<file path="src/verilog/dbgu_pkg.sv">
package dbgu_pkg;

  // ----------------------------------------------------------------
  // Register addresses
  // ----------------------------------------------------------------
  localparam logic [15:0] ADDR_STATUS = 16'hc028;
  localparam logic [15:0] ADDR_DATA_LO = 16'hc029;
  localparam logic [15:0] ADDR_DATA_HI = 16'hc02a;
  localparam logic [15:0] ADDR_DIV = 16'hc02b;

  // ----------------------------------------------------------------
  // Field positions
  // ----------------------------------------------------------------
  localparam int ST_TX_ACTIVE = 0;
  localparam int ST_TX_FULL = 1;
  localparam int ST_RX_FULL = 2;
  localparam int ST_RX_ORUN = 3;
  localparam int ST_FRAME_ERR = 4;
  localparam int ST_WIDTH = 5;
  localparam int DIV1_MSB = 15;
  localparam int DIV1_LSB = 8;
  localparam int DIV2_MSB = 7;
  localparam int DIV2_LSB = 0;
  localparam int BYTE_LO_MSB = 7;
  localparam int BYTE_LO_LSB = 0;
  localparam int BYTE_HI_MSB = 15;
  localparam int BYTE_HI_LSB = 8;

  // ----------------------------------------------------------------
  // Reset values and frame shape
  // ----------------------------------------------------------------
  localparam logic [15:0] DIV_RESET = 16'h0000;
  localparam logic [4:0] STATUS_RESET = 5'h00;
  localparam logic [7:0] BYTE_RESET = 8'h00;
  localparam logic [3:0] FRAME_BITS = 4'ha;
  localparam logic [3:0] DATA_BITS = 4'h8;

  // Receiver states
  typedef enum logic [1:0] {
    RX_IDLE = 2'b00,
    RX_START = 2'b01,
    RX_DATA = 2'b10,
    RX_STOP = 2'b11
  } dbgu_rx_state_e;

  // True on the tick that ends a count of target ticks
  function automatic logic dbgu_cnt_done(input logic [7:0] cnt,
                                         input logic [7:0] target);
    dbgu_cnt_done = ({1'b0, cnt} + 9'h001) >= {1'b0, target};
  endfunction : dbgu_cnt_done

endpackage : dbgu_pkg

</file>
<file path="src/verilog/dbgu_uart.sv">
`timescale 1ns/100ps
// Overview of operation
// - Idle serial line stays high between frames.
// - Frame: low start, eight data bits LSB first, high stop.
// - Status bit 4 set when received stop bit is low.
// - Status bit 3 copies old receive-full flag on each transfer, cleared if a data read falls in that cycle.
// - Status bit 2 set on unread data, cleared by data read.
// - Status bit 1 shows transmit holding register occupied.
// - Status bit 0 shows transmit shifter sending a frame.
// - Low data read returns byte in 7:0, zero above.
// - Receive interrupt on each move into receive holding register.
// - Low data write takes 7:0; idle transmitter starts at once.
// - Busy transmitter: byte held, full flag set, sent afterwards.
// - High data port same as low, using bits 15:8.
// - Divider: first in 15:8, second in 7:0, resets zero.
// - Bit rate is clock over (first+1) times second divider.
// - Holding empties and transmit interrupt fires as frame starts.
// - Receiver treats a high-to-low line edge as start bit.
// - Data bits sampled mid-bit, shifted in LSB first.
// - After a frame the receiver returns to idle.
// - Receiver samples on the first divider output tick.
module dbgu_uart (
  input wire logic sys_clk_in,          // Master clock
  input wire logic sys_rst_in,          // Sync reset, high
  input wire logic [15:0] io_addr_in,   // I/O address
  input wire logic io_wr_in,            // Write strobe
  input wire logic io_rd_in,            // Read strobe
  input wire logic [15:0] io_wdata_in,  // Write data
  output logic [15:0] io_rdata_out,     // Read data, next cycle
  input wire logic rxd_in,              // Serial receive line
  output logic txd_out,                 // Serial transmit line
  output logic transmit_interrupt_out,  // Transmit request pulse
  output logic receive_interrupt_out    // Receive request pulse
);

  // ----------------------------------------------------------------
  // Declarations
  // ----------------------------------------------------------------
  logic [15:0] baud_divider_ff;
  logic [7:0] prescale_cnt_ff;
  logic [7:0] tx_hold_ff;
  logic [7:0] rx_hold_ff;
  logic [15:0] rdata_ff;
  logic tx_holding_full_flag_ff;
  logic rx_holding_full_flag_ff;
  logic rx_overrun_flag_ff;
  logic rx_framing_error_flag_ff;
  logic tx_irq_ff;
  logic rx_irq_ff;
  logic [7:0] prescale_divider;
  logic [7:0] bit_period_divider;
  logic sample_tick;
  logic sel_status;
  logic sel_lo;
  logic sel_hi;
  logic sel_div;
  logic data_wr;
  logic data_rd;
  logic [7:0] wr_byte;
  logic tx_busy;
  logic tx_load;
  logic [7:0] tx_byte;
  logic direct_load;
  logic hold_load;
  logic rx_done;
  logic [7:0] rx_byte;
  logic rx_stop;
  logic [4:0] line_status_port;
  logic [15:0] nxt_rdata;

  // ----------------------------------------------------------------
  // Address decode
  // ----------------------------------------------------------------

  // Register selects
  assign sel_status = io_addr_in == dbgu_pkg::ADDR_STATUS;
  assign sel_lo = io_addr_in == dbgu_pkg::ADDR_DATA_LO;
  assign sel_hi = io_addr_in == dbgu_pkg::ADDR_DATA_HI;
  assign sel_div = io_addr_in == dbgu_pkg::ADDR_DIV;

  // Data port strobes, either byte lane
  // Both lanes share one transmitter and one receiver
  assign data_wr = io_wr_in & (sel_lo | sel_hi);
  assign data_rd = io_rd_in & (sel_lo | sel_hi);

  // Write byte from the addressed lane
  // high lane on the high port, low lane otherwise
  assign wr_byte = sel_hi ?
    io_wdata_in[dbgu_pkg::BYTE_HI_MSB:dbgu_pkg::BYTE_HI_LSB] :
    io_wdata_in[dbgu_pkg::BYTE_LO_MSB:dbgu_pkg::BYTE_LO_LSB];

  // ----------------------------------------------------------------
  // Divider register
  // ----------------------------------------------------------------

  assign prescale_divider =
    baud_divider_ff[dbgu_pkg::DIV1_MSB:dbgu_pkg::DIV1_LSB];
  assign bit_period_divider =
    baud_divider_ff[dbgu_pkg::DIV2_MSB:dbgu_pkg::DIV2_LSB];

  always_ff @(posedge sys_clk_in) begin
    if (sys_rst_in) begin
      baud_divider_ff <= dbgu_pkg::DIV_RESET;
    end else if (io_wr_in && sel_div) begin
      baud_divider_ff <= io_wdata_in;
    end
  end

  // ----------------------------------------------------------------
  // First divider
  // ----------------------------------------------------------------

  // One tick every first divider plus one clocks
  // prescale sample tick
  assign sample_tick = prescale_cnt_ff == prescale_divider;

  // A count above a lowered divider restarts at once
  // divide by first plus one
  always_ff @(posedge sys_clk_in) begin
    if (sys_rst_in) begin
      prescale_cnt_ff <= 8'h00;
    end else if (sample_tick || prescale_cnt_ff > prescale_divider) begin
      prescale_cnt_ff <= 8'h00;
    end else begin
      prescale_cnt_ff <= prescale_cnt_ff + 8'h01;
    end
  end

  // ----------------------------------------------------------------
  // Transmit path
  // ----------------------------------------------------------------

  // A held byte always goes first, so bytes keep their order
  // idle write goes straight to shifter
  assign direct_load = data_wr & ~tx_busy & ~tx_holding_full_flag_ff;
  assign hold_load = tx_holding_full_flag_ff & ~tx_busy;
  assign tx_load = direct_load | hold_load;
  assign tx_byte = hold_load ? tx_hold_ff : wr_byte;

  // A write while full replaces the held byte; set wins over empty
  // holding register and full flag
  always_ff @(posedge sys_clk_in) begin
    if (sys_rst_in) begin
      tx_hold_ff <= dbgu_pkg::BYTE_RESET;
      tx_holding_full_flag_ff <= 1'b0;
    end else if (data_wr && !direct_load) begin
      tx_hold_ff <= wr_byte;
      tx_holding_full_flag_ff <= 1'b1;
    end else if (hold_load) begin
      tx_holding_full_flag_ff <= 1'b0;
    end
  end

  dbgu_tx u_tx (
    .sys_clk_in (sys_clk_in),
    .sys_rst_in (sys_rst_in),
    .tick_in (sample_tick),
    .div2_in (bit_period_divider),
    .load_in (tx_load),
    .byte_in (tx_byte),
    .busy_out (tx_busy),
    .txd_out (txd_out)
  );

  // ----------------------------------------------------------------
  // Receive path
  // ----------------------------------------------------------------

  // Receiver shares the sample tick with the transmitter
  // start detection
  dbgu_rx u_rx (
    .sys_clk_in (sys_clk_in),
    .sys_rst_in (sys_rst_in),
    .tick_in (sample_tick),
    .div2_in (bit_period_divider),
    .rxd_in (rxd_in),
    .done_out (rx_done),
    .byte_out (rx_byte),
    .stop_out (rx_stop)
  );

  // Receive holding register, overwritten by each new byte
  // transfer on frame completion
  always_ff @(posedge sys_clk_in) begin
    if (sys_rst_in) begin
      rx_hold_ff <= dbgu_pkg::BYTE_RESET;
    end else if (rx_done) begin
      rx_hold_ff <= rx_byte;
    end
  end

  // Arrival and read in one cycle leave the flag set
  // full flag, set beats clear
  always_ff @(posedge sys_clk_in) begin
    if (sys_rst_in) begin
      rx_holding_full_flag_ff <= 1'b0;
    end else if (rx_done) begin
      rx_holding_full_flag_ff <= 1'b1;
    end else if (data_rd) begin
      rx_holding_full_flag_ff <= 1'b0;
    end
  end

  // A read in the transfer cycle counts as taken
  // overrun copies old full
  always_ff @(posedge sys_clk_in) begin
    if (sys_rst_in) begin
      rx_overrun_flag_ff <= 1'b0;
    end else if (rx_done) begin
      rx_overrun_flag_ff <= rx_holding_full_flag_ff & ~data_rd;
    end
  end

  // Error kept until the next byte, reads do not clear it
  // framing error on low stop
  always_ff @(posedge sys_clk_in) begin
    if (sys_rst_in) begin
      rx_framing_error_flag_ff <= 1'b0;
    end else if (rx_done) begin
      rx_framing_error_flag_ff <= ~rx_stop;
    end
  end

  // ----------------------------------------------------------------
  // Interrupt requests
  // ----------------------------------------------------------------

  always_ff @(posedge sys_clk_in) begin
    if (sys_rst_in) begin
      tx_irq_ff <= 1'b0;
    end else begin
      tx_irq_ff <= tx_load;
    end
  end

  always_ff @(posedge sys_clk_in) begin
    if (sys_rst_in) begin
      rx_irq_ff <= 1'b0;
    end else begin
      rx_irq_ff <= rx_done;
    end
  end

  assign transmit_interrupt_out = tx_irq_ff;
  assign receive_interrupt_out = rx_irq_ff;

  // ----------------------------------------------------------------
  // Read path
  // ----------------------------------------------------------------

  // Unused upper status bits read as zero
  // holding occupied
  always_comb begin
    line_status_port = dbgu_pkg::STATUS_RESET;
    line_status_port[dbgu_pkg::ST_TX_ACTIVE] = tx_busy;
    line_status_port[dbgu_pkg::ST_TX_FULL] = tx_holding_full_flag_ff;
    line_status_port[dbgu_pkg::ST_RX_FULL] = rx_holding_full_flag_ff;
    line_status_port[dbgu_pkg::ST_RX_ORUN] = rx_overrun_flag_ff;
    line_status_port[dbgu_pkg::ST_FRAME_ERR] = rx_framing_error_flag_ff;
  end

  // Unmapped addresses read as zero
  // low byte, zero above
  always_comb begin
    nxt_rdata = 16'h0000;
    if (sel_status) begin
      nxt_rdata = {11'h000, line_status_port};
    end else if (sel_lo) begin
      nxt_rdata = {8'h00, rx_hold_ff};
    end else if (sel_hi) begin
      nxt_rdata = {rx_hold_ff, 8'h00};
    end else if (sel_div) begin
      nxt_rdata = baud_divider_ff;
    end
  end

  // Read data register, held until next read
  always_ff @(posedge sys_clk_in) begin
    if (sys_rst_in) begin
      rdata_ff <= 16'h0000;
    end else if (io_rd_in) begin
      rdata_ff <= nxt_rdata;
    end
  end

  assign io_rdata_out = rdata_ff;

endmodule : dbgu_uart

</file>
<file path="src/verilog/dbgu_tx.sv">
`timescale 1ns/100ps
module dbgu_tx (
  input wire logic sys_clk_in,       // Master clock
  input wire logic sys_rst_in,       // Sync reset, high
  input wire logic tick_in,          // Prescaled sample tick
  input wire logic [7:0] div2_in,    // Ticks per bit
  input wire logic load_in,          // Start a frame
  input wire logic [7:0] byte_in,    // Byte to send
  output logic busy_out,             // Shifter active
  output logic txd_out               // Serial line
);

  logic [9:0] shift_ff;
  logic [3:0] bit_ff;
  logic [7:0] tcnt_ff;
  logic busy_ff;
  logic txd_ff;
  logic bit_end;
  logic last_bit;

  // Bit period end and last bit detection
  assign bit_end = busy_ff & tick_in &
                   dbgu_pkg::dbgu_cnt_done(tcnt_ff, div2_in);
  assign last_bit = bit_ff == (dbgu_pkg::FRAME_BITS - 4'h1);

  always_ff @(posedge sys_clk_in) begin
    if (sys_rst_in) begin
      shift_ff <= 10'h3ff;
      bit_ff <= 4'h0;
      tcnt_ff <= 8'h00;
      busy_ff <= 1'b0;
    end else if (load_in && !busy_ff) begin
      shift_ff <= {1'b1, byte_in, 1'b0};
      bit_ff <= 4'h0;
      tcnt_ff <= 8'h00;
      busy_ff <= 1'b1;
    end else if (bit_end) begin
      shift_ff <= {1'b1, shift_ff[9:1]};
      bit_ff <= bit_ff + 4'h1;
      tcnt_ff <= 8'h00;
      busy_ff <= !last_bit;
    end else if (busy_ff && tick_in) begin
      tcnt_ff <= tcnt_ff + 8'h01;
    end
  end

  always_ff @(posedge sys_clk_in) begin
    if (sys_rst_in) begin
      txd_ff <= 1'b1;
    end else if (load_in && !busy_ff) begin
      txd_ff <= 1'b0;
    end else if (bit_end) begin
      txd_ff <= last_bit ? 1'b1 : shift_ff[1];
    end
  end

  assign busy_out = busy_ff;
  assign txd_out = txd_ff;

endmodule : dbgu_tx

</file>
<file path="src/verilog/dbgu_rx.sv">
`timescale 1ns/100ps
module dbgu_rx (
  input wire logic sys_clk_in,       // Master clock
  input wire logic sys_rst_in,       // Sync reset, high
  input wire logic tick_in,          // Prescaled sample tick
  input wire logic [7:0] div2_in,    // Ticks per bit
  input wire logic rxd_in,           // Serial line in
  output logic done_out,             // Frame received pulse
  output logic [7:0] byte_out,       // Received byte
  output logic stop_out              // Sampled stop bit
);

  dbgu_pkg::dbgu_rx_state_e state_ff;
  dbgu_pkg::dbgu_rx_state_e nxt_state;
  logic [7:0] tcnt_ff;
  logic [7:0] shift_ff;
  logic [3:0] bit_ff;
  logic rxd_prev_ff;
  logic done_ff;
  logic stop_ff;
  logic fall;
  logic half_end;
  logic full_end;

  // Edge and sample point detection
  assign fall = rxd_prev_ff & ~rxd_in;
  assign half_end = tick_in &
                    dbgu_pkg::dbgu_cnt_done(tcnt_ff, {1'b0, div2_in[7:1]});
  assign full_end = tick_in & dbgu_pkg::dbgu_cnt_done(tcnt_ff, div2_in);

  // State sequence
  always_comb begin
    nxt_state = state_ff;
    case (state_ff)
      dbgu_pkg::RX_IDLE: begin
        if (fall) begin
          nxt_state = dbgu_pkg::RX_START;
        end
      end
      dbgu_pkg::RX_START: begin
        if (half_end) begin
          nxt_state = rxd_in ? dbgu_pkg::RX_IDLE : dbgu_pkg::RX_DATA;
        end
      end
      dbgu_pkg::RX_DATA: begin
        if (full_end && bit_ff == dbgu_pkg::DATA_BITS - 4'h1) begin
          nxt_state = dbgu_pkg::RX_STOP;
        end
      end
      dbgu_pkg::RX_STOP: begin
        if (full_end) begin
          nxt_state = dbgu_pkg::RX_IDLE;
        end
      end
      default: nxt_state = dbgu_pkg::RX_IDLE;
    endcase
  end

  always_ff @(posedge sys_clk_in) begin
    if (sys_rst_in) begin
      state_ff <= dbgu_pkg::RX_IDLE;
      tcnt_ff <= 8'h00;
      shift_ff <= dbgu_pkg::BYTE_RESET;
      bit_ff <= 4'h0;
      rxd_prev_ff <= 1'b1;
    end else begin
      state_ff <= nxt_state;
      rxd_prev_ff <= rxd_in;
      if (nxt_state != state_ff) begin
        tcnt_ff <= 8'h00;
      end else if (state_ff != dbgu_pkg::RX_IDLE && tick_in) begin
        tcnt_ff <= full_end ? 8'h00 : tcnt_ff + 8'h01;
      end
      if (state_ff == dbgu_pkg::RX_START) begin
        bit_ff <= 4'h0;
      end else if (state_ff == dbgu_pkg::RX_DATA && full_end) begin
        shift_ff <= {rxd_in, shift_ff[7:1]};
        bit_ff <= bit_ff + 4'h1;
      end
    end
  end

  // Stop sample and completion pulse
  always_ff @(posedge sys_clk_in) begin
    if (sys_rst_in) begin
      done_ff <= 1'b0;
      stop_ff <= 1'b1;
    end else begin
      done_ff <= (state_ff == dbgu_pkg::RX_STOP) && full_end;
      if ((state_ff == dbgu_pkg::RX_STOP) && full_end) begin
        stop_ff <= rxd_in;
      end
    end
  end

  assign done_out = done_ff;
  assign byte_out = shift_ff;
  assign stop_out = stop_ff;

endmodule : dbgu_rx

</file>
<file path="config.mk">
export PLATFORM = sky130hd
export DESIGN_NAME = dbgu_uart
export DESIGN_NICKNAME = d
export VERILOG_FILES = /design/src/verilog/dbgu_pkg.sv /design/src/verilog/dbgu_uart.sv /design/src/verilog/dbgu_tx.sv /design/src/verilog/dbgu_rx.sv
export SDC_FILE = /design/constraint.sdc
export NUM_CORES = 1
export LEC_CHECK = 0
export BUFFER_PORTS_ARGS = -buffer_cell sky130_fd_sc_hd__buf_2
export CAP_MARGIN = 20
export CORE_UTILIZATION = 30
export CTS_CLUSTER_DIAMETER = 50
export DETAILED_ROUTE_END_ITERATION = 8
export SLEW_MARGIN = 20
export SYNTH_ARGS = -nofsm -noshare
export SYNTH_HDL_FRONTEND = slang
export SYNTH_SLANG_ARGS = --single-unit
</file>
<file path="constraint.sdc">
create_clock -name sys_clk_in -period 2.56 [get_ports sys_clk_in]
set_clock_uncertainty 0.1 [all_clocks]
set_input_delay 0.128 -clock sys_clk_in [delete_from_list [all_inputs] [get_ports sys_clk_in]]
set_output_delay 0.128 -clock sys_clk_in [all_outputs]
set_load 0.02 [all_outputs]
</file>
==> results by stage <==
Timing:
- The shortest clock period the worst path allows after layout is 2615 ps.
- Setup violations remaining at the end of the flow were counted as 10.
- In the finished design, the share of the clock period the worst path needs comes to 1.021.
- The max-slew violation total from the final report was 0.
- The actual transition at the worst max-transition pin is 702.9 ps.
- Setup repair after global routing could not meet its margin everywhere.
- For this run, the top clock speed supported by timing is about 380 MHz.
- The count of final hold-check violations is 0.
- The tightest hold path in the finished design has a slack of between 150 and 200 ps.
- Headroom to the max-slew limit came out at 0.5308.
- The smallest setup slack after layout is -54.77 ps.

Power:
- Cell internal power was estimated by the tool at 2.481 mW.
- The share of total power dissipated in combinational logic is 0.061.
- Of the total power, registers draw 0.515.
- Dividing total power by cell area gives a power density of 426.3 mW/mm².
- The share of total power dissipated in the clock network is 0.424.
- VDD sags by at most 311.1 µV.
- The analysis attributes to net switching a power of 817.9 µW.
- In this run the static leakage power is approximately 3.1 nW.
- Of the total power, the share spent switching nets is 0.2479.
- After layout, the design draws a total of 3.299 mW.

Place:
- The count of input and output buffers is 55.
- The detailed placement HPWL is 10620 µm.
- The final weighted congestion in routability-driven placement is 0.8195.

Setup path:
- In this run the critical register-to-register path is launched from u_rx.tcnt_ff[2].
- The destination of the worst register-to-register timing path is u_rx.tcnt_ff[4].
- The highest fanout seen on the critical path is 9.
- The endpoint kind of the worst setup timing path is a flip-flop.
- The startpoint class of the critical path is a flip-flop.
- The highest cell delay on the worst timing path is 440 ps.
- The critical path startpoint is u_rx.tcnt_ff[2].
- Traced cell by cell, the critical path runs through buf_4 > nand3_2 > xnor2_4 > ha_1 > nand2_1 > nor2_1 > a2111o_1 > buf_4 > nor4_1 > a21oi_1 > nor2_4.
- At the worst endpoint, the required time is 2750 ps.
- Data arrives at the worst endpoint at 2810 ps.
- The standard cell with the maximum stage delay on the critical path is sky130_fd_sc_hd__a2111o_1.
- The critical path is of the flip-flop to flip-flop type.
- The number of cells on the worst reg-to-reg path is 11.
- The worst setup path endpoint is u_rx.tcnt_ff[4].
- The register-to-register setup slack is -50 ps.
- The most frequent cell on the critical path is sky130_fd_sc_hd__buf_4.

Drt:
- The routed layout has a little under 5000 vias.
- The via density per instance is 4.794.
- For this run, the detailed router's first-pass iteration total came to 4.
- The remaining antenna violation count is 0.
- The first routing iteration left 233 violations.
- The routed design has 14860 µm of wire.
- The final routed DRC violation total is 0.
- The wire length per cell is 14.51 µm.

Die:
- The horizontal die dimension is 142.2 µm.
- The area of the core region is between 0.015 and 0.02 mm².
- The vertical die dimension is 142.2 µm.
- The die covers just over 0.02 mm².
- The initial core utilization is 0.3110.
- Row generation in the floorplan step produced 50 rows.
- The number of primary I/O pins is 56.

Global route:
- Across every metal layer, demand over resource in global routing totals 0.1530.
- The global-route congestion overflow total is 0.
- The wire length of the first global-routing pass is 24140 µm.
- The number of antenna violations at the first check in global routing was 0.
- Entering global routing, the biggest net connects 38 pins.
- The number of global-route vias before repair is 4699.

Outcome:
- The flow ran to the end, but the final reports show violations.
- The checks that failed: setup timing.

Yosys:
- For this run, the number of Yosys warnings is 0.
- After synthesis the cells add up to between 0.005 and 0.006 mm².
- The distinct cell type count after synthesis is 69.
- In this run the mean area of a mapped cell was 9.112 µm².
- After synthesis, the largest family of logic cells by area is simple AND/OR/NAND/NOR gates.
- The biggest area consumer among synthesized cells is sky130_fd_sc_hd__dfxtp_1.
- The flop and latch count out of synthesis is 109.
- Of the total synthesized cell area, the portion taken by XOR and XNOR cells is 0.04584.
- Of the synthesized area, sequential elements account for 0.3701.
- Yosys attributes the largest share of cell area to sky130_fd_sc_hd__dfxtp_1 (37%), sky130_fd_sc_hd__mux2i_1 (8.1%), sky130_fd_sc_hd__ha_1 (7.9%).
- After synthesis, the share of cell area in mux cells is 0.1025.
- The number of enable-type register cells in the synthesized netlist is 0.
- Of all flip-flops after synthesis, the portion carrying an async set or reset was 0.
- The synthesized net count is 721.
- The share of synthesized area in the top cell type comes to 0.3701.
- The predominant post-synthesis flop cell is sky130_fd_sc_hd__dfxtp_1.
- The synthesized instance count is 647.
- The post-synthesis compound-gate area fraction is 0.1346.
- The post-synthesis share of cell area spent on full adders, half adders and majority gates is 0.08022.
- Of the total synthesized cell area, the portion taken by AND, OR, NAND and NOR gates is 0.2190.

Clock tree:
- The worst-skew pair later-pin latency is 360 ps.
- The clock-pin slew on the worst setup and hold paths is 80 ps.
- Clock tree synthesis inserted a total of 9 buffers.
- The clock tree from TritonCTS is built.
- The number of levels the H-tree was split into is 3.
- The number of clock sinks seen by CTS is around 110.
- The root buffer cell chosen for the clock tree is sky130_fd_sc_hd__clkbuf_16.
- The worst-case clock buffer depth is 2.

Layout:
- The area growth from synthesis to layout is 31.26%.
- The count of antenna diodes in the layout is 0.
- The layout net count is 833.
- Once layout is complete, the utilization of the core stands at 0.4083.
- The proportion of layout cells with a drive suffix above 1 is 0.3154.

Run:
- Max-cap violations in this run came to 0.

Worst hold path:
- The path category of the worst min-delay check is primary input to flip-flop.
## area by class of cell
class / instances / area, µm²
clock buffer: 10 / 239.0
clock inverter: 6 / 56.30
fill: 1840 / 11220
inverter: 26 / 97.59
multi-input combinational: 480 / 3869
sequential: 109 / 2210
tap: 260 / 325.3
timing repair buffer: 133 / 942.2
## registers in the layout (all words and copies together), names as in the netlist, 2 cells and up
signal	cells
baud_divider_ff	16
io_rdata_out	16
prescale_cnt_ff	8
rx_hold_ff	8
tx_hold_ff	8
u_rx.bit_ff	4
u_rx.byte_out	8
u_rx.state_ff	2
u_rx.tcnt_ff	8
u_tx.bit_ff	4
u_tx.shift_ff	8
u_tx.tcnt_ff	8
## cell families after synthesis
| group | Yosys count |
|---|---|
| AO/OA/AOI/OAI | 105 |
| XOR/XNOR | 30 |
| adder cells (fa/ha/maj) | 38 |
| buffers and inverters | 58 |
| flip-flops | 109 |
| multiplexers | 59 |
| AND/OR/NAND/NOR | 248 |
## how the worst min path moves through the flow
stage                     from  cells past startpoint             endpoint  slack (ps)
3_5_place_dp   io_wdata_in[14]                      3  baud_divider_ff[14]         300
6_report              io_wr_in                      5        tx_hold_ff[6]         170
3_3_place_gp    io_wdata_in[6]                      3   baud_divider_ff[6]         300
2_1_floorplan           rxd_in                      2     u_rx.rxd_prev_ff         140
4_1_cts             sys_rst_in                      2      io_rdata_out[2]         150
5_1_grt             sys_rst_in                      2      io_rdata_out[1]         190
## power by group through the flow
stage | sequential (mW) | clock [mW] | combinational (mW)
2_1_floorplan | 1.74 | 0 | 0.103
3_3_place_gp | 1.74 | 0 | 0.175
3_5_place_dp | 1.74 | 0 | 0.174
4_1_cts | 1.70 | 1.43 | 0.198
5_1_grt | 1.70 | 1.51 | 0.217
6_report | 1.70 | 1.40 | 0.203
## layout by cell type (no fill, tap or decap), drive strengths merged, types with 13 or more instances in the layout
| cell | Yosys | routed |
|---|---|---|
| buf | 16 | 116 |
| ha | 37 | 37 |
| mux2i | 48 | 48 |
| nand2b | 13 | 13 |
| xor2 | 13 | 13 |
| a211oi | 13 | 13 |
| dlygate4sd3 | 0 | 17 |
| inv | 26 | 28 |
| xnor2 | 17 | 17 |
| nand3 | 32 | 32 |
| nor2b | 15 | 15 |
| nor2 | 98 | 98 |
| a21oi | 38 | 38 |
| dfxtp | 109 | 109 |
| nand2 | 27 | 27 |
| nor3 | 24 | 24 |
## cell usage after synthesis, types with 6 or more instances
cell type,count
sky130_fd_sc_hd__nor2_1,90
sky130_fd_sc_hd__ha_1,37
sky130_fd_sc_hd__nand2b_1,13
sky130_fd_sc_hd__mux2_2,11
sky130_fd_sc_hd__nor3_1,21
sky130_fd_sc_hd__nand3_1,31
sky130_fd_sc_hd__nor4_1,6
sky130_fd_sc_hd__buf_6,6
sky130_fd_sc_hd__inv_1,25
sky130_fd_sc_hd__xor2_1,13
sky130_fd_sc_hd__a21oi_1,34
sky130_fd_sc_hd__nand2_1,25
sky130_fd_sc_hd__xnor2_1,16
sky130_fd_sc_hd__dfxtp_1,109
sky130_fd_sc_hd__clkbuf_1,16
sky130_fd_sc_hd__a211oi_1,13
sky130_fd_sc_hd__mux2i_1,48
sky130_fd_sc_hd__a21o_1,10
sky130_fd_sc_hd__nor2_2,8
sky130_fd_sc_hd__nor2b_1,15
sky130_fd_sc_hd__o21ai_0,9
## per-layer routing
layer	global-route usage	routed length (µm)
met4	0.05093	284
met3	0.03197	478
met5	0	0
met1	0.1965	7102
met2	0.2541	6996
## stage by stage
stage	cell area [µm²]	worst slack (ps)	cells	setup TNS, ps
4_1_cts	7486	-31.02	1024	-62.11
2_1_floorplan	5917	16.43	647	0
5_1_grt	7739	-191.5	1024	-2826
6_report	7739	-54.77	1024	-282.4
3_5_place_dp	6774	-131.7	987	-2504
3_3_place_gp	6774	-65.02	987	-1020
## critical path: cells and delay by family, from the launching register on
| kind | cells | cell delay, ps |
|---|---|---|
| AOI/OAI and AO/OA | 2 | 570 |
| and+or+nand+nor | 5 | 670 |
| DFF | 1 | 350 |
| buffers and inverters | 2 | 380 |
| adders and majority gates | 1 | 260 |
| xor gates and xnor gates | 1 | 240 |
## what timing repair did
action                                  CTS  global route
hold endpoints to repair                 19             0
pin swaps                                15            39
endpoints found under the setup margin   36            43
setup buffers                             5             3
gates resized for setup                  41            47
hold buffers                             17             0
Note: power is estimated with default switching activity, not from simulation.
